File: src/design/seq_defs.svh
// constants for the input power-up sequencer
`ifndef SEQ_DEFS_SVH
`define SEQ_DEFS_SVH
// clock and timing
`define CLK_HZ 50_000_000
`define REG_DELAY_MS 220
`define QUAL_TIME_MS 30
`define RETRY_TIME_S 2
`define INT_PULSE_CYC 32
// register byte offsets
`define OFS_CTRL 5'h00
`define OFS_ILIM 5'h04
`define OFS_VLIM 5'h08
`define OFS_STAT 5'h0c
// control bit positions
`define CTL_AUTO 0
`define CTL_FORCE 1
`define CTL_ABS 2
`define CTL_HIZ 3
`define CTL_CHG 4
// status bit positions
`define ST_IGOOD 0
`define ST_PGOOD 1
`define ST_HOSTP 2
`define ST_TYPE 3
`define ST_VFLAG 6
`define ST_IFLAG 7
`define ST_HIZ 8
`define ST_BSW 9
// reset values
`define CTRL_RST 5'h01
`define ILIM_RST 7'h0a
`define VLIM_RST 8'h2c
// limit codes, 50 mA steps
`define ILIM_500 7'h0a
`define ILIM_1500 7'h1e
`define ILIM_CAP 7'h04
// type codes
`define TYPE_HOST 3'h1
`define TYPE_ADPT 3'h2
// threshold algorithm, 100 mV steps
`define VLIM_OFS 8'h06
`define VLIM_MIN 8'h27
`endif

File: src/design/seq_pkg.sv
// types shared by the sequencer
package seq_pkg;
  // one-hot sequence states
  typedef enum logic [5:0] {
    ST_OFF = 6'b00_0001,
    ST_QUAL = 6'b00_0010,
    ST_RETRY = 6'b00_0100,
    ST_DETECT = 6'b00_1000,
    ST_VSET = 6'b01_0000,
    ST_RUN = 6'b10_0000
  } seq_state_t;
endpackage

File: src/design/input_power_up_sequencer.sv
// input power-up sequencer with wishbone registers
//
// Design decisions made here: the address map and the Wishbone register port.
`timescale 1ns/1ps
`include "seq_defs.svh"

// Notes on behaviour
// - supply rise resets registers, then access allowed
// - battery-only overcurrent opens switch until attach
// - regulator, qualify, detect, voltage limit, converter
// - regulator needs uvlo, sleep margin, 220 ms
// - any condition false gives high impedance
// - qualification pass sets input good, pulses
// - failed qualification retried every 2 s
// - detect after input good, if auto enabled
// - detect done pulses, sets limit, power good
// - select high 500 mA host, low 1.5 A
// - auto off leaves limit and type unchanged
// - host rewrites limit; limit followed above 2.2 V
// - force request detects, then self-clears
// - absolute select makes voltage limit writable
// - otherwise voltage limit set by algorithm only
// - voltage limit established pulses interrupt
// - converter on; switch follows charge enable
// - below 2.2 V cap at 200 mA
// - loop active flags mirror limiting loops while converter on
module input_power_up_sequencer
  import seq_pkg::*;
#(
  parameter int CLK_HZ = `CLK_HZ,
  parameter int REG_DELAY_CYC = CLK_HZ / 1000 * `REG_DELAY_MS,
  parameter int QUAL_CYC = CLK_HZ / 1000 * `QUAL_TIME_MS,
  parameter int RETRY_CYC = CLK_HZ * `RETRY_TIME_S,
  parameter int PULSE_CYC = `INT_PULSE_CYC
)
(
  input wire logic clk_i,
  input wire logic rst_i,
  input wire logic wb_cyc_i,
  input wire logic wb_stb_i,
  input wire logic wb_we_i,
  input wire logic [4:0] wb_adr_i,
  input wire logic [3:0] wb_sel_i,
  input wire logic [31:0] wb_dat_i,
  output logic [31:0] wb_dat_o,
  output logic wb_ack_o,
  input wire logic vbus_uvlo_ok_i,
  input wire logic bat_uvlo_ok_i,
  input wire logic vbus_above_sleep_i,
  input wire logic vbus_below_ov_i,
  input wire logic vbus_above_min_i,
  input wire logic port_select_i,
  input wire logic bat_ocp_i,
  input wire logic sys_above_2v2_i,
  input wire logic vlim_loop_i,
  input wire logic ilim_loop_i,
  input wire logic [7:0] vbus_code_i,
  output logic regulator_en_o,
  output logic test_load_o,
  output logic converter_en_o,
  output logic battery_switch_o,
  output logic high_impedance_state_o,
  output logic [6:0] ilim_eff_o,
  output logic [7:0] vlim_o,
  output logic int_n_o
);

  ////////////////////////////////////////////////////////////
  // parameter checks
  ////////////////////////////////////////////////////////////

  localparam int TW = 28;

  // counter must hold the longest wait
  if (REG_DELAY_CYC < 1 || QUAL_CYC < 1 || RETRY_CYC < 1
      || RETRY_CYC >= 2**(TW-1) || REG_DELAY_CYC >= 2**(TW-1)
      || QUAL_CYC >= 2**(TW-1))
  begin : g_bad_time
    $error("sequencer wait counts out of range");
  end
  if (PULSE_CYC < 1 || PULSE_CYC > 1000)
  begin : g_bad_pulse
    $error("interrupt pulse width out of range");
  end

  localparam logic [TW-1:0] REG_LAST = TW'(REG_DELAY_CYC - 1);
  localparam logic [TW-1:0] QUAL_LAST = TW'(QUAL_CYC - 1);
  localparam logic [TW-1:0] RETRY_LAST = TW'(RETRY_CYC - 1);
  localparam logic [10:0] P_HALF = 11'(PULSE_CYC);
  localparam logic [10:0] P_TOP = 11'(2 * PULSE_CYC - 1);
  // control reset value as a vector, so single bits can be picked
  localparam logic [4:0] CTRL_RV = `CTRL_RST;

  ////////////////////////////////////////////////////////////
  // declarations
  ////////////////////////////////////////////////////////////

  seq_state_t state_r; // sequence position
  logic [TW-1:0] cnt_r; // shared wait counter
  logic auto_en_r; // automatic detection on
  logic force_r; // forced detection request
  logic abs_sel_r; // host sets voltage limit
  logic hiz_req_r; // host high impedance request
  logic chg_en_r; // charging enabled
  logic [6:0] ilim_r; // input current limit setting
  logic [7:0] vlim_r; // input voltage limit
  logic [2:0] type_r; // input type code
  logic host_port_r; // host port flag
  logic igood_r; // input good flag
  logic pgood_r; // power good flag
  logic vflag_r; // voltage limit active
  logic iflag_r; // current limit active
  logic ocp_lat_r; // overcurrent latched off
  logic vbus_prev_r; // last input presence
  logic [1:0] pend_r; // queued interrupt events
  logic [10:0] pcnt_r; // pulse phase counter
  logic ack_r;
  logic [31:0] rdat_r;
  logic reg_en_r;
  logic load_r;
  logic conv_r;
  logic bsw_r;
  logic hiz_r;
  logic [6:0] ilim_eff_r;
  logic int_n_r;

  ////////////////////////////////////////////////////////////
  // combinational terms
  ////////////////////////////////////////////////////////////

  // either supply up keeps logic alive
  logic supply_ok;
  // register reset term
  logic por;
  // regulator enable conditions
  logic reg_cond;
  // source passes under load
  logic qual_ok;
  // end of a wait
  logic qual_end;
  // detection actually performed
  logic detect_do;
  // any bus request this cycle
  logic bus_req;
  // register writes
  logic wr_ctrl;
  logic wr_ilim;
  logic wr_vlim;
  // interrupt sources
  logic ev;
  logic pulse_go;
  logic [1:0] pend_nxt;
  logic [7:0] vlim_nxt;
  logic bsw_nxt;

  assign supply_ok = vbus_uvlo_ok_i | bat_uvlo_ok_i;
  assign por = rst_i | ~supply_ok;
  assign reg_cond = vbus_uvlo_ok_i & vbus_above_sleep_i & ~hiz_req_r;
  assign qual_ok = vbus_below_ov_i & vbus_above_min_i;
  assign qual_end = (state_r == ST_QUAL) && (cnt_r == QUAL_LAST);
  // auto pass in order, or a forced run while converting
  assign detect_do = ((state_r == ST_DETECT) && auto_en_r)
    || ((state_r == ST_RUN) && force_r);
  // no answer until a supply is up
  assign bus_req = wb_cyc_i & wb_stb_i & ~ack_r & supply_ok;
  assign wr_ctrl = bus_req & wb_we_i & wb_sel_i[0] & (wb_adr_i == `OFS_CTRL);
  assign wr_ilim = bus_req & wb_we_i & wb_sel_i[0] & (wb_adr_i == `OFS_ILIM);
  assign wr_vlim = bus_req & wb_we_i & wb_sel_i[0] & (wb_adr_i == `OFS_VLIM);

  // threshold algorithm: measured input less a margin
  assign vlim_nxt = (vbus_code_i > (`VLIM_MIN + `VLIM_OFS))
    ? vbus_code_i - `VLIM_OFS : `VLIM_MIN;

  // events that earn an interrupt pulse
  assign ev = (qual_end && qual_ok && reg_cond)
    || (detect_do && reg_cond)
    || ((state_r == ST_VSET) && reg_cond);
  assign pulse_go = (pcnt_r == 11'h000) && (pend_r != 2'h0);

  // queue so back-to-back events never merge
  always_comb
  begin
    pend_nxt = pend_r;
    if (ev && !pulse_go && pend_r != 2'h3)
    begin
      pend_nxt = pend_r + 2'h1;
    end
    else if (!ev && pulse_go)
    begin
      pend_nxt = pend_r - 2'h1;
    end
  end

  // battery switch: opens at once on overcurrent while the input is below uvlo
  always_comb
  begin
    if (ocp_lat_r || (bat_ocp_i && !vbus_uvlo_ok_i))
    begin
      bsw_nxt = 1'b0;
    end
    else if (state_r == ST_RUN)
    begin
      bsw_nxt = chg_en_r;
    end
    else
    begin
      // battery carries the system meanwhile
      bsw_nxt = 1'b1;
    end
  end

  ////////////////////////////////////////////////////////////
  // sequence state machine
  ////////////////////////////////////////////////////////////

  // one step per stage, strictly in order
  always_ff @(posedge clk_i)
  begin
    if (por)
    begin
      state_r <= ST_OFF;
      cnt_r <= '0;
    end
    else if (!reg_cond)
    begin
      // any lost condition restarts the delay
      state_r <= ST_OFF;
      cnt_r <= '0;
    end
    else
    begin
      unique case (state_r)
        ST_OFF:
        begin
          if (cnt_r == REG_LAST)
          begin
            state_r <= ST_QUAL;
            cnt_r <= '0;
          end
          else
          begin
            cnt_r <= cnt_r + 1'b1;
          end
        end
        ST_QUAL:
        begin
          // load applied for the whole window
          if (qual_end)
          begin
            state_r <= qual_ok ? ST_DETECT : ST_RETRY;
            cnt_r <= '0;
          end
          else
          begin
            cnt_r <= cnt_r + 1'b1;
          end
        end
        ST_RETRY:
        begin
          if (cnt_r == RETRY_LAST)
          begin
            state_r <= ST_QUAL;
            cnt_r <= '0;
          end
          else
          begin
            cnt_r <= cnt_r + 1'b1;
          end
        end
        ST_DETECT:
        begin
          // skipped in one cycle when auto is off
          state_r <= ST_VSET;
        end
        ST_VSET:
        begin
          state_r <= ST_RUN;
        end
        ST_RUN:
        begin
          // forced detection runs without leaving
          state_r <= ST_RUN;
        end
      endcase
    end
  end

  ////////////////////////////////////////////////////////////
  // control register
  ////////////////////////////////////////////////////////////

  // host-owned bits
  always_ff @(posedge clk_i)
  begin
    if (por)
    begin
      {chg_en_r, hiz_req_r, abs_sel_r, auto_en_r} <=
        {CTRL_RV[`CTL_CHG], CTRL_RV[`CTL_HIZ],
         CTRL_RV[`CTL_ABS], CTRL_RV[`CTL_AUTO]};
    end
    else if (wr_ctrl)
    begin
      auto_en_r <= wb_dat_i[`CTL_AUTO];
      abs_sel_r <= wb_dat_i[`CTL_ABS];
      hiz_req_r <= wb_dat_i[`CTL_HIZ];
      chg_en_r <= wb_dat_i[`CTL_CHG];
    end
  end

  // force bit: a host write beats the self-clear
  always_ff @(posedge clk_i)
  begin
    if (por)
    begin
      force_r <= CTRL_RV[`CTL_FORCE];
    end
    else if (wr_ctrl)
    begin
      force_r <= wb_dat_i[`CTL_FORCE];
    end
    else if (detect_do && force_r)
    begin
      force_r <= 1'b0;
    end
  end

  ////////////////////////////////////////////////////////////
  // detection results
  ////////////////////////////////////////////////////////////

  // current limit: host write wins a tie
  always_ff @(posedge clk_i)
  begin
    if (por)
    begin
      ilim_r <= `ILIM_RST;
    end
    else if (wr_ilim)
    begin
      ilim_r <= wb_dat_i[6:0];
    end
    else if (detect_do)
    begin
      ilim_r <= port_select_i ? `ILIM_500 : `ILIM_1500;
    end
  end

  // type code and host port flag
  always_ff @(posedge clk_i)
  begin
    if (por)
    begin
      type_r <= 3'h0;
      host_port_r <= 1'b0;
    end
    else if (detect_do)
    begin
      type_r <= port_select_i ? `TYPE_HOST : `TYPE_ADPT;
      host_port_r <= port_select_i;
    end
  end

  // input good and power good follow the sequence
  always_ff @(posedge clk_i)
  begin
    if (por || state_r == ST_OFF)
    begin
      igood_r <= 1'b0;
      pgood_r <= 1'b0;
    end
    else
    begin
      if (qual_end && qual_ok)
      begin
        igood_r <= 1'b1;
      end
      if (detect_do)
      begin
        pgood_r <= 1'b1;
      end
    end
  end

  ////////////////////////////////////////////////////////////
  // input voltage limit
  ////////////////////////////////////////////////////////////

  // writable only in absolute mode
  always_ff @(posedge clk_i)
  begin
    if (por)
    begin
      vlim_r <= `VLIM_RST;
    end
    else if (!abs_sel_r && state_r == ST_VSET)
    begin
      vlim_r <= vlim_nxt;
    end
    else if (abs_sel_r && wr_vlim)
    begin
      vlim_r <= wb_dat_i[7:0];
    end
  end

  ////////////////////////////////////////////////////////////
  // battery switch overcurrent latch
  ////////////////////////////////////////////////////////////

  // held off until a fresh input attach; set wins
  always_ff @(posedge clk_i)
  begin
    if (por)
    begin
      ocp_lat_r <= 1'b0;
      vbus_prev_r <= 1'b0;
    end
    else
    begin
      vbus_prev_r <= vbus_uvlo_ok_i;
      if (bat_ocp_i && !vbus_uvlo_ok_i)
      begin
        ocp_lat_r <= 1'b1;
      end
      else if (vbus_uvlo_ok_i && !vbus_prev_r)
      begin
        ocp_lat_r <= 1'b0;
      end
    end
  end

  ////////////////////////////////////////////////////////////
  // interrupt pulse generator
  ////////////////////////////////////////////////////////////

  // low for PULSE_CYC, then high as long before next
  always_ff @(posedge clk_i)
  begin
    if (por)
    begin
      pend_r <= 2'h0;
      pcnt_r <= 11'h000;
      int_n_r <= 1'b1;
    end
    else
    begin
      pend_r <= pend_nxt;
      if (pulse_go)
      begin
        pcnt_r <= P_TOP;
        int_n_r <= 1'b0;
      end
      else if (pcnt_r != 11'h000)
      begin
        pcnt_r <= pcnt_r - 11'h001;
        if (pcnt_r == P_HALF)
        begin
          int_n_r <= 1'b1;
        end
      end
    end
  end

  ////////////////////////////////////////////////////////////
  // power path outputs
  ////////////////////////////////////////////////////////////

  // enables decoded from the state, registered
  always_ff @(posedge clk_i)
  begin
    if (por)
    begin
      reg_en_r <= 1'b0;
      load_r <= 1'b0;
      conv_r <= 1'b0;
      hiz_r <= 1'b1;
      bsw_r <= 1'b0;
    end
    else
    begin
      reg_en_r <= reg_cond && state_r != ST_OFF;
      load_r <= reg_cond && state_r == ST_QUAL;
      conv_r <= reg_cond && state_r == ST_RUN;
      hiz_r <= !reg_cond || state_r == ST_OFF;
      bsw_r <= bsw_nxt;
    end
  end

  // soft-start cap and loop flags
  always_ff @(posedge clk_i)
  begin
    if (por)
    begin
      // rail is down while in reset, so the soft-start cap applies
      ilim_eff_r <= `ILIM_CAP;
      vflag_r <= 1'b0;
      iflag_r <= 1'b0;
    end
    else
    begin
      // the register always governs, capped low
      if (!sys_above_2v2_i && ilim_r > `ILIM_CAP)
      begin
        ilim_eff_r <= `ILIM_CAP;
      end
      else
      begin
        ilim_eff_r <= ilim_r;
      end
      vflag_r <= vlim_loop_i && conv_r;
      iflag_r <= ilim_loop_i && conv_r;
    end
  end

  ////////////////////////////////////////////////////////////
  // wishbone slave
  ////////////////////////////////////////////////////////////

  // one-cycle ack, unmapped reads return zero
  always_ff @(posedge clk_i)
  begin
    if (por)
    begin
      ack_r <= 1'b0;
      rdat_r <= 32'h0000_0000;
    end
    else
    begin
      ack_r <= bus_req;
      rdat_r <= 32'h0000_0000;
      if (bus_req && !wb_we_i)
      begin
        unique case (wb_adr_i)
          `OFS_CTRL: rdat_r[4:0] <= {chg_en_r, hiz_req_r,
            abs_sel_r, force_r, auto_en_r};
          `OFS_ILIM: rdat_r[6:0] <= ilim_r;
          `OFS_VLIM: rdat_r[7:0] <= vlim_r;
          `OFS_STAT: rdat_r[9:0] <= {bsw_r, hiz_r, iflag_r,
            vflag_r, type_r, host_port_r, pgood_r, igood_r};
          default: rdat_r <= 32'h0000_0000;
        endcase
      end
    end
  end

  assign wb_ack_o = ack_r;
  assign wb_dat_o = rdat_r;
  assign regulator_en_o = reg_en_r;
  assign test_load_o = load_r;
  assign converter_en_o = conv_r;
  assign battery_switch_o = bsw_r;
  assign high_impedance_state_o = hiz_r;
  assign ilim_eff_o = ilim_eff_r;
  assign vlim_o = vlim_r;
  assign int_n_o = int_n_r;

endmodule // input_power_up_sequencer

File: config.mk
export PLATFORM = sky130hd
export DESIGN_NAME = input_power_up_sequencer
export DESIGN_NICKNAME = d
export VERILOG_FILES = /design/src/design/seq_pkg.sv /design/src/design/input_power_up_sequencer.sv
export VERILOG_INCLUDE_DIRS = /design/src /design/src/design
export SDC_FILE = /design/constraint.sdc
export NUM_CORES = 1
export LEC_CHECK = 0
export ABC_AREA = 1
export BUFFER_PORTS_ARGS = -buffer_cell sky130_fd_sc_hd__buf_2
export CAP_MARGIN = 20
export CORE_MARGIN = 10
export CORE_UTILIZATION = 54
export CTS_CLUSTER_DIAMETER = 120
export DETAILED_ROUTE_END_ITERATION = 7
export PLACE_DENSITY = 0.8
export SETUP_SLACK_MARGIN = 0.1
export SLEW_MARGIN = 25
export SYNTH_ARGS = -nofsm -noshare
export SYNTH_HDL_FRONTEND = slang
export SYNTH_SLANG_ARGS = --single-unit
File: constraint.sdc
create_clock -name clk_i -period 2.1 [get_ports clk_i]
set_input_delay 0.315 -clock clk_i [delete_from_list [all_inputs] [get_ports clk_i]]
set_output_delay 0.315 -clock clk_i [all_outputs]
set_load 0.01 [all_outputs]
After elaboration in Yosys (flattened, before gate mapping)
Cells that the tools add are included.

word-level totals
  bits in read-only memories = 0
  memory bits (writable) = 0
  memories = 0
  logic and storage cells = 164
  input port bits = 64
  latch bits = 0
  bits in registers = 123
  output and inout bits = 54

cells by class
  magnitude comparators = 2
  bitwise gates (word level) = 19
  equality and inequality tests = 18
  divide/modulo/power cells = 0
  multiplexer cells = 31
  multiply operators = 0
  reduce and logical (&&, ||, !) cells = 58
  add/subtract/negate cells = 5
  shift-type cells = 0

operators with widths
  cell                                                           number
  two-way mux 28 bit                                             3
  one-hot mux 28 bit (3 select lines)                            1
  two-way mux 6 bit                                              5
  one-hot mux 6 bit (5 select lines)                             1
  adder 28 x 1 -> 28 bit, second input constant                  1
  == test 28 x 21 -> 1 bit, second input constant                1
  == test 28 x 24 -> 1 bit, second input constant                1
  == test 28 x 27 -> 1 bit, second input constant                1
  two-way mux 8 bit                                              3
  logical AND 1 bit                                              23
  one-hot mux 5 bit (4 select lines)                             1
  nonzero test 2 bit                                             8
  two-way mux 7 bit                                              2
  OR reduction 2 bit                                             6
  AND 1 bit                                                      11
  == test 11 x 6 -> 1 bit, second input constant                 1
  logical NOT 11 bit                                             1
  nonzero test 11 bit                                            1
  subtractor 11 x 1 -> 11 bit, second input constant             1
  == test 5 x 4 -> 1 bit, second input constant                  2
  greater-than comparator 8 x 6 -> 1 bit, second input constant  1
  logical NOT 1 bit                                              8
  two-way mux 1 bit                                              8
  != test 2 bit, second input constant                           4
  other kinds (25)                                               38

Logic depth before layout (Yosys ltp)
Gate-level depths: netlist of the first run.

  depth after elaboration = 10
  gate-level depth with buffers = 12

Worst setup path before layout of the first run
OpenSTA, ideal clock, no wires.

  path kind = register to register
  from = register cnt_r[0]
  to = register cnt_r[15]
  setup slack = 0.514 ns
  setup time = 0.117 ns
  arrival = 1.469 ns
  data required time = 1.983 ns
  stages on the path, launching flop included = 12
  period minus slack after synthesis = 1.586 ns
  cell sequence = dfxtp_1 > ha_1 > nand3_1 > inv_2 > nand3_1 > nor2_1 > nand2_1 > nand2_1 > nand4_4 > nand2_4 > buf_6 > nor2_1

on the way
  longest elaborated chain between the ends = 4
  elaborated cells on any way between the ends = 9

ends and longest elaborated chain
  what                                                            line                             RTL
  from (decl)                                                     input_power_up_sequencer.sv:99   logic [TW-1:0] cnt_r;
  from (signal assigned)                                          input_power_up_sequencer.sv:242  cnt_r <= cnt_r + 1'b1;
  from (signal assigned)                                          input_power_up_sequencer.sv:255  cnt_r <= cnt_r + 1'b1;
  from (signal assigned)                                          input_power_up_sequencer.sv:267  cnt_r <= cnt_r + 1'b1;
  branches (longest 3 deep; another with adder 28 x 1 -> 28 bit)  n/a
  one-hot mux 28 bit (3 select lines) (*)                         input_power_up_sequencer.sv:232  unique case (state_r)

Every way passes the cells marked *.
A chain may end at the register's enable or synchronous reset.

Worst setup path in the final report of the first run
  from = register cnt_r[1]
  to = register cnt_r[24]

The elaborated chain is that of the path after synthesis.

==> results of run 1 <==
[cell usage in the layout (no fill, tap or decap), types with 12 or more instances in the layout]
master   instances
nand2_1        174
nor2_1         136
dfxtp_1         98
inv_1           91
buf_2           68
nand3_1         45
o21ai_0         26
a21oi_1         24
conb_1          22
nor3_1          21
xor2_1          17
nand4_1         12
[state kept, by name, summed over array words and instances (netlist names), 2 cells and up]
signal and count:
state_r 6, cnt_r 28, ilim_r 7, pend_r 2, ilim_eff_o 7, type_r 2
vlim_o 8, wb_dat_o 10, pcnt_r 11
[area by class of cell]
class	instances	area [µm²]
clock buffer	9	124
clock inverter	7	70.1
fill	876	3490
inverter	102	383
multi-input combinational	547	2650
sequential	99	1980
tap	129	161
timing repair buffer	73	378
[power by group through the flow]
stage / Sequential (W) / Combinational, W / Clock (W)
4_1_cts: 0.00198 / 0.000670 / 0.00121
3_3_place_gp: 0.00202 / 0.000632 / 0
2_1_floorplan: 0.00202 / 0.000528 / 0
6_report: 0.00198 / 0.000683 / 0.00120
3_5_place_dp: 0.00203 / 0.000665 / 0
5_1_grt: 0.00199 / 0.000774 / 0.00131
[tightest hold or removal path: cells and delay by family]
| family | cells | cell delay (ns) |
|---|---|---|
| buffers and inverters | 1 | 0.09 |
| AND/OR/NAND/NOR | 2 | 0.09 |
[cells by family (layout without fill, tap and decap cells)]
group	Yosys count	after routing
AND/OR/NAND/NOR	422	422
buffers and inverters	133	191
flip-flops	99	99
AO/OA/AOI/OAI	81	81
XOR/XNOR	18	18
adder cells (fa/ha/maj)	3	3
other	1	22
multiplexers	1	1
[metal layers]
metal / part of all wire [%] / up-vias / global-route usage, %
li1: - / 2513 / -
met1: 44 / 2303 / 22.7
met2: 46 / 196 / 30.6
met3: 7.3 / 36 / 4.12
met4: 2.8 / 0 / 8.66
met5: 0 / - / 0
[worst paths after layout]
check                              start     endpoint  cells after the start  slack (ns)
hold / removal               ilim_loop_i      iflag_r                      3        0.16
setup / recovery                cnt_r[1]    cnt_r[24]                     12        0.25
setup reg to reg                cnt_r[1]    cnt_r[24]                     12        0.25
hold reg to reg   high_impedance_state_o  wb_dat_o[8]                      2        0.44
[cells in the mapped netlist, drive strengths merged, types with 3 or more instances]
master    n
nand2   179
nor2    145
inv     102
dfxtp    99
nand3    52
o21ai    33
buf      30
a21oi    24
nor3     21
xor2     17
nand4    13
o22ai     6
a31oi     4
a41oi     4
a211oi    3
ha        3
nand3b    3
or2       3
[through the flow]
step           utilization (%)  power [W]  worst slack, ns  instances
6_report                  62.2    0.00386            0.253        966
3_3_place_gp              59.9    0.00265            0.282        950
2_1_floorplan                -    0.00255            0.514        779
4_1_cts                   62.0    0.00387            0.189        966
5_1_grt                   62.2    0.00407           0.0971        966
3_5_place_dp              59.9    0.00269            0.218        950
==> results.toml, run 1 <==
[floorplanning]
io_pins = 118
row_count = 35
die_w_um = 118
core_um2 = 9240
start_util_pct = 55.7
die_area_um2 = 13800
die_h_um = 118

[setup_path]
cp_max_fo = 5
cp-end-kind = "flip-flop"
cp_cell_sequence = "ha_1 -> nand3_1 -> inv_2 -> nand2_1 -> nor2_1 -> nand2_2 -> inv_2 -> nand2_2 -> nor2_1 -> nand2_1 -> nand2_1 -> nor2_1"
cp_top_family = "simple AND/OR/NAND/NOR gates"
criticalPathCategory = "reg2reg"
critPathRequiredTime_ns = 2.38
arrival_ns = 2.13
slowest_stage = "dfxtp_1"
worst-path-buf-inv = 2
slowest_delay_ns = 0.39
worstSetupStartpointType = "flip-flop"

[sta]
fin_hold_ws_ns = 0.156
max_freq_ghz = 0.541
setup_viol = 0
rsz0062_at_grt = "true"
fin_crit_ns = 1.85
finalSetupTns_ns = 0
tightest_slew_ns = 0.529
fin_skew_ns = 0.0133
slew_violations = 0
fin_crit_sh_pct = 88.0
finalHoldViolCount = 0
max-slew-margin-rel_pct = 64.8

[clocking]
hold_buffers = 0
clk_pin_slew_ns = 0.11
cts_htree_levels = 3
post-cts-setup-buffers = 0
cts_tree = "done"
cts_sinks = 99
cts_root_buf = "clkbuf_8"
numCtsBuffers = 9
cts_max_path_buffers = 2
clock_latency_ns = 0.38
cts_resized = 0

[job]
cap_violations = 0

[place]
hpwl_um = 10400
gp_congestion = 0.929
port-buffer-count = 68
place_area_um2 = 5540

[synthesis]
yosys.area.top_type = "dfxtp_1"
seq_area_frac_synth_pct = 38.5
ys.flop_type = "dfxtp_1"
synth-simple-area-share_pct = 36.4
yosys.area.top_type_share_pct = 38.5
synth_area_leaders = "dfxtp_1 39%, nand2_1 13%, nor2_1 9.9%, inv_1 6.6%, nand3_1 4.4%"
synthMuxAreaShare_pct = 0.195
synth_area_um2 = 5140
synth-adder-area-share_pct = 0.730
yosysUniqueCellTypes = 46
synth_top_family_by_area = "simple AND/OR/NAND/NOR gates"
synth_cells = 758
synth_edf_count = 0
synth-xor-area-share_pct = 3.07
async_flop_share_pct = 0
ys_ff_latch = 99
synth_compound_area_share_pct = 9.20
syn_avg_cell_area_um2 = 6.78
yosysWarnings = 0

[status]
outcome = "finished, final reports clean"

[global_route]
overflow = 0
grt_pass1_vias = 4945
grt_max_degree = 22
grt_usage_pct = 18.6
grt_pass1_wl_um = 22300
antenna_found_initial = 0

[pwr]
combPwrFrac_pct = 17.7
p_int_w = 0.00263
power_density_nw_per_um2 = 672
ir_drop_mv = 0.456
p_leak_nw = 2.54
p_seq_share_pct = 51.3
pwr-share-clk_pct = 31.0
power_switching_w = 0.00123
swShare_pct = 31.9

[hold_path]
hold_class = "in2reg"

[final_layout]
antenna_cells = 0
syn_to_final_growth_pct = 11.8
layout.nets = 899
drive_above_1_share_pct = 15.3
final_area_um2 = 5750

[route]
drt-initial-drc-count = 348
via_count = 5048
viasPerCell = 5.23
drc = 0
totalWireLength_um = 13300
routedWlPerCell_um = 13.7
drt_first_pass_iters = 5
ant_nets = 0
Note: power is estimated with default switching activity, not from simulation.
==> inputs of run 2 (changes only) <==
--- a/config.mk
+++ b/config.mk
@@ -8,3 +8,3 @@
 export LEC_CHECK = 0
-export ABC_AREA = 1
+export ABC_AREA = 0
 export BUFFER_PORTS_ARGS = -buffer_cell sky130_fd_sc_hd__buf_2
@@ -12,3 +12,3 @@
 export CORE_MARGIN = 10
-export CORE_UTILIZATION = 54
+export CORE_UTILIZATION = 53
 export CTS_CLUSTER_DIAMETER = 120
==> constraint.sdc (replaced) <==
create_clock -name clk_i -period 2.1 [get_ports clk_i]
set_input_delay 0.42 -clock clk_i [delete_from_list [all_inputs] [get_ports clk_i]]
set_output_delay 0.42 -clock clk_i [all_outputs]
set_load 0.01 [all_outputs]
==> results.toml, run 2 <==
[synthesis]
ys_ff_latch = 99
yosysUniqueCellTypes = 58
synth_common_cells = "99 x dfxtp_1, 82 x nor2_1, 47 x nand2_1, 33 x a21oi_1"
yosys.area.top_type_share_pct = 42.5
async_flop_share_pct = 0
syn_avg_cell_area_um2 = 8.50
ys.flop_type = "dfxtp_1"
synth_area_leaders = "dfxtp_1 43%, nor2_1 6.6%, nand2_1 3.8%, xnor2_1 3.8%, buf_4 3.7%"
yosys.area.top_type = "dfxtp_1"
seq_area_frac_synth_pct = 42.5
yosysWarnings = 0
synth_edf_count = 0
synth_area_um2 = 4660
synth_cells = 548
synth.most_common_cell = "dfxtp_1"

[sta]
fin_skew_ns = 0.0105
slew_violations = 0
finalSetupTns_ns = -2.83
finalHoldViolCount = 0
rsz0062_at_grt = "true"
worst_slack_ns = -0.169
fin_crit_sh_pct = 108
fin_crit_ns = 2.27
max_freq_ghz = 0.441
setup_viol = 25
fin_hold_ws_ns = 0.304

[final_layout]
syn_to_final_growth_pct = 35.0
antenna_cells = 0
drive_above_1_share_pct = 37.4
layout_common_cells = "83 x dfxtp_1, 70 x buf_4, 69 x nor2_1"
largest-register = "cnt_r"
layout_commonest_cell = "dfxtp_1"
stdcell_count = 803
final_area_um2 = 6290
layout.nets = 757
largest_register_ffs = 28

[place]
port-buffer-count = 68
gp_congestion = 0.891
hpwl_um = 9170
dp.cells = 759
place_area_um2 = 5410

[pwr]
ir_drop_mv = 0.523
power_density_nw_per_um2 = 730
p_leak_nw = 2.61

[clocking]
clk_pin_slew_ns = 0.10
numCtsBuffers = 9
cts_sinks = 99
cts_root_buf = "clkbuf_8"
cts_htree_levels = 3
cts_max_path_buffers = 2
cts_tree = "done"
clock_latency_ns = 0.36
hold_buffers = 0

[route]
drt-met1-wl_um = 5390
dr.max_layer_used = "met4"
wl_met3_um = 1220
wl_met2_um = 7220
drt_first_pass_iters = 5
drt-initial-drc-count = 290
totalWireLength_um = 14300
viasPerCell = 5.76
drc = 0
routedWlPerCell_um = 17.8
via_count = 4627
ant_nets = 0

[floorplanning]
die_area_um2 = 12900
die_w_um = 114
io_pins = 118
core_um2 = 8640
die_h_um = 114
row_count = 34
start_util_pct = 54.0

[global_route]
overflow = 0
antenna_found_initial = 0
grt_pass1_vias = 4626
grt_max_degree = 21
grt_pass1_wl_um = 21700
grt_usage_pct = 20.2

[setup_path]
cp_cell_sequence = "or4b_4 -> or4_4 -> nor4_4 -> o21ai_2 -> mux2_4 -> o21ai_1 -> a21oi_1"
cp-end-kind = "flip-flop"
rrSetupSlack_ns = -0.17
criticalPathCategory = "reg2reg"
arrival_ns = 2.52
critPathRequiredTime_ns = 2.35
cp_top_family = "simple AND/OR/NAND/NOR gates"
worst-path-buf-inv = 0
cp_max_fo = 3
reg2reg_depth = 7
slowest_delay_ns = 0.55
slowest_stage = "or4b_4"
worstSetupStartpointType = "flip-flop"
r2r_start = "state_r[3]"
timing.rr.end = "pend_r[0]"

[hold_path]
hold_class = "in2reg"
min_to = "iflag_r"
min_path_cells = 2
hold_start = "ilim_loop_i"

[job]
cap_violations = 0

[status]
violations = "negative setup slack"
outcome = "finished, violations left"
-- run 2: layer usage --
layer / vias up / GRT usage [%]
li1: 2155 / -
met4: 0 / 9.64
met5: - / 0
met2: 246 / 35.4
met3: 48 / 5.88
met1: 2178 / 21.8
-- run 2: worst max path at each step --
| stage | from | to | slack, ns | depth (start not counted) |
|---|---|---|---|---|
| floorplan | state_r[5] | pend_r[0] | -0.10 | 8 |
| global placement | state_r[3] | pend_r[0] | -0.09 | 7 |
| detailed placement | state_r[3] | pend_r[0] | -0.16 | 8 |
| CTS | state_r[3] | pend_r[0] | -0.17 | 8 |
| global route | state_r[3] | pend_r[0] | -0.27 | 7 |
| finish | state_r[3] | pend_r[0] | -0.17 | 7 |
-- run 2: logic make-up after synthesis --
kind of cell,count (synthesis),synth area share [%]
mux,19,5.59
buf+inv,54,6.44
other cells,1,0.0805
simple gates,259,28.5
flops,99,42.5
compound gates,83,10.4
fa+ha+maj,3,0.806
xor+xnor,30,5.64
-- run 2: through the flow --
| step | util [%] | total power, W | setup slack [ns] |
|---|---|---|---|
| finish | 72.8 | 0.00460 | -0.169 |
| global route | 72.8 | 0.00482 | -0.272 |
| CTS | 69.6 | 0.00452 | -0.166 |
| detailed placement | 62.6 | 0.00313 | -0.157 |
| global placement | 62.6 | 0.00310 | -0.0929 |
| floorplan | - | 0.00281 | -0.102 |
-- run 2: power breakdown --
group / total [W] / internal, W / switching [W] / leakage, nW
clock: 0.00139 / 0.000736 / 0.000650 / 0.113
combinational: 0.00115 / 0.000583 / 0.000571 / 1.69
sequential: 0.00206 / 0.00196 / 0.0000998 / 0.809
-- run 2: timing repair --
action                                  CTS  global route
setup buffers                            14            14
gates cloned                              1             1
pin swaps                                20            16
endpoints found under the setup margin   35            47
resized for setup                        65            47
-- run 2: cell type report --
cell class | count | area (µm²)
Timing Repair Buffer | 152 | 1040
Tap cell | 108 | 135
Multi-Input combinational cell | 416 | 2840
Clock inverter | 4 | 72.6
Sequential cell | 99 | 2000
Fill cell | 610 | 2340
Clock buffer | 12 | 155
Inverter | 12 | 45.0
==> inputs of run 3 (changes only) <==
Settings changed: CORE_MARGIN 10 to default, CTS_CLUSTER_SIZE from default to 12.
==> results.toml, run 3 (same netlist as run 2, synthesis figures left out) <==
[status]
outcome = "finished, violations left"
violations = "negative setup slack"

[place]
hpwl_um = 8160
gp_congestion = 0.911
port-buffer-count = 68
post-place-ws_ns = -0.138

[route]
ant_nets = 0
routedWlPerCell_um = 15.7
viasPerCell = 5.73
drt_first_pass_iters = 5
drt-initial-drc-count = 240
totalWireLength_um = 12300
via_count = 4508
drc = 0

[global_route]
antenna_found_initial = 0
overflow = 0
grt_pass1_vias = 4139
grt_max_degree = 17
grt_usage_pct = 26.7
grt_pass1_wl_um = 18800

[setup_path]
critPathRequiredTime_ns = 2.41
reg2reg_depth = 8
arrival_ns = 2.57
r2r_start = "state_r[3]"
slowest_stage = "or4b_4"
setup.worst_path.start = "state_r[3]"
cp-end-kind = "flip-flop"
critPathCapture = "pend_r[0]"
timing.rr.end = "pend_r[0]"
criticalPathCategory = "reg2reg"
cp_cell_sequence = "or4b_4 -> or4_4 -> nor4_4 -> o21ai_2 -> buf_4 -> a31oi_1 -> o21ai_1 -> a21oi_1"
worstSetupStartpointType = "flip-flop"
cp_max_fo = 3
rrSetupSlack_ns = -0.16
slowest_delay_ns = 0.54

[final_layout]
multi_input_area_um2 = 2720
layout_commonest_cell = "dfxtp_1"
utilization_pct = 71.9
layout.nets = 744
largest_register_ffs = 28
layout.area.seq_um2 = 2000
drive_above_1_share_pct = 33.6
largest-register = "cnt_r"
layout_common_cells = "82 x dfxtp_1, 81 x nor2_1, 68 x buf_2"
antenna_cells = 0
syn_to_final_growth_pct = 29.4
fillers = 622

[floorplanning]
row_count = 33
io_pins = 118
start_util_pct = 55.6
die_area_um2 = 9170
die_w_um = 95.8
die_h_um = 95.8
core_um2 = 8380

[pwr]
p_leak_nw = 2.50
ir_drop_mv = 0.373
power_density_nw_per_um2 = 741

[sta]
fin_skew_ns = 0.0105
finalHoldViolCount = 0
slew_violations = 0
tightest_slew_ns = 0.505
setup_viol = 24
max_freq_ghz = 0.442
fin_crit_sh_pct = 108
worst_slack_ns = -0.165
fin_crit_ns = 2.26
max-slew-margin-rel_pct = 66.2
rsz0062_at_grt = "true"

[clocking]
numCtsBuffers = 9
clk_pin_slew_ns = 0.10
cts_max_path_buffers = 2
cts_root_buf = "clkbuf_8"
cts_htree_levels = 3
clock_latency_ns = 0.37
cts_tree = "done"
cts_sinks = 99

[hold_path]
hold_class = "in2reg"

[job]
cap_violations = 0
run 3: cell count changes in the layout (fill, tap and decap cells not counted), sizes merged:
cell,change
buf,-14
bufinv,-1
clkinv,+1
inv,+1
run 3: through the flow:
step | hold slack (ns) | instance area [µm²] | power (W) | std cells | setup TNS [ns]
6_report | 0.278 | 6030 | 0.00447 | 787 | -1.60
5_1_grt | 0.276 | 6030 | 0.00470 | 787 | -3.23
4_1_cts | 0.276 | 5820 | 0.00441 | 778 | -0.290
3_5_place_dp | 0.407 | 5380 | 0.00309 | 752 | -1.81
3_3_place_gp | 0.404 | 5380 | 0.00306 | 752 | -0.825
2_1_floorplan | 0.393 | 4770 | 0.00281 | 569 | -0.185
run 3: area by class of cell:
| class | instances | share of cell area (%) |
|---|---|---|
| well taps | 105 | 2.18 |
| inverters | 12 | 0.747 |
| repair buffers | 139 | 15.2 |
| clock inverters | 5 | 0.996 |
| flip-flops and latches | 99 | 33.2 |
| clock buffers | 11 | 2.51 |
| multi-input cells | 416 | 45.1 |
run 3: worst max-delay path: cells and delay by family (launching register included):
family          cells  cell delay [ns]
compound gates      4             0.52
simple gates        3             1.19
buf+inv             1             0.16
flops               1             0.33
run 3: repair_timing:
action / CTS / global route
pin swaps: 9 / 11
cloned: 1 / 1
gates resized for setup: 44 / 31
hold buffers: 0 / 0
endpoints found under the setup margin: 38 / 46
buffers inserted: 9 / 9
run 3: worst min path at each step:
stage	depth (start not counted)	slack, ns	to	from
finish	2	0.28	iflag_r	ilim_loop_i
global route	2	0.28	iflag_r	ilim_loop_i
CTS	2	0.28	iflag_r	ilim_loop_i
detailed placement	1	0.41	battery_switch_o	ocp_lat_r
global placement	1	0.40	battery_switch_o	ocp_lat_r
floorplan	1	0.39	battery_switch_o	ocp_lat_r
run 3: layer usage:
| layer | global-route usage, % | share of wire (%) | vias to the layer above |
|---|---|---|---|
| met2 | 49.0 | 50 | 179 |
| met5 | 0 | 0 | - |
| met4 | 12.6 | 3.0 | 0 |
| met3 | 3.87 | 6.4 | 37 |
| met1 | 30.3 | 40 | 2156 |
| li1 | - | - | 2136 |
run 3: power by group:
group	internal, W	switching (W)	leakage [nW]	total (W)
Sequential	0.00196	0.0000949	0.808	0.00206
Clock	0.000621	0.000681	0.106	0.00130
Combinational	0.000557	0.000555	1.59	0.00111
Total	0.00314	0.00133	2.50	0.00447
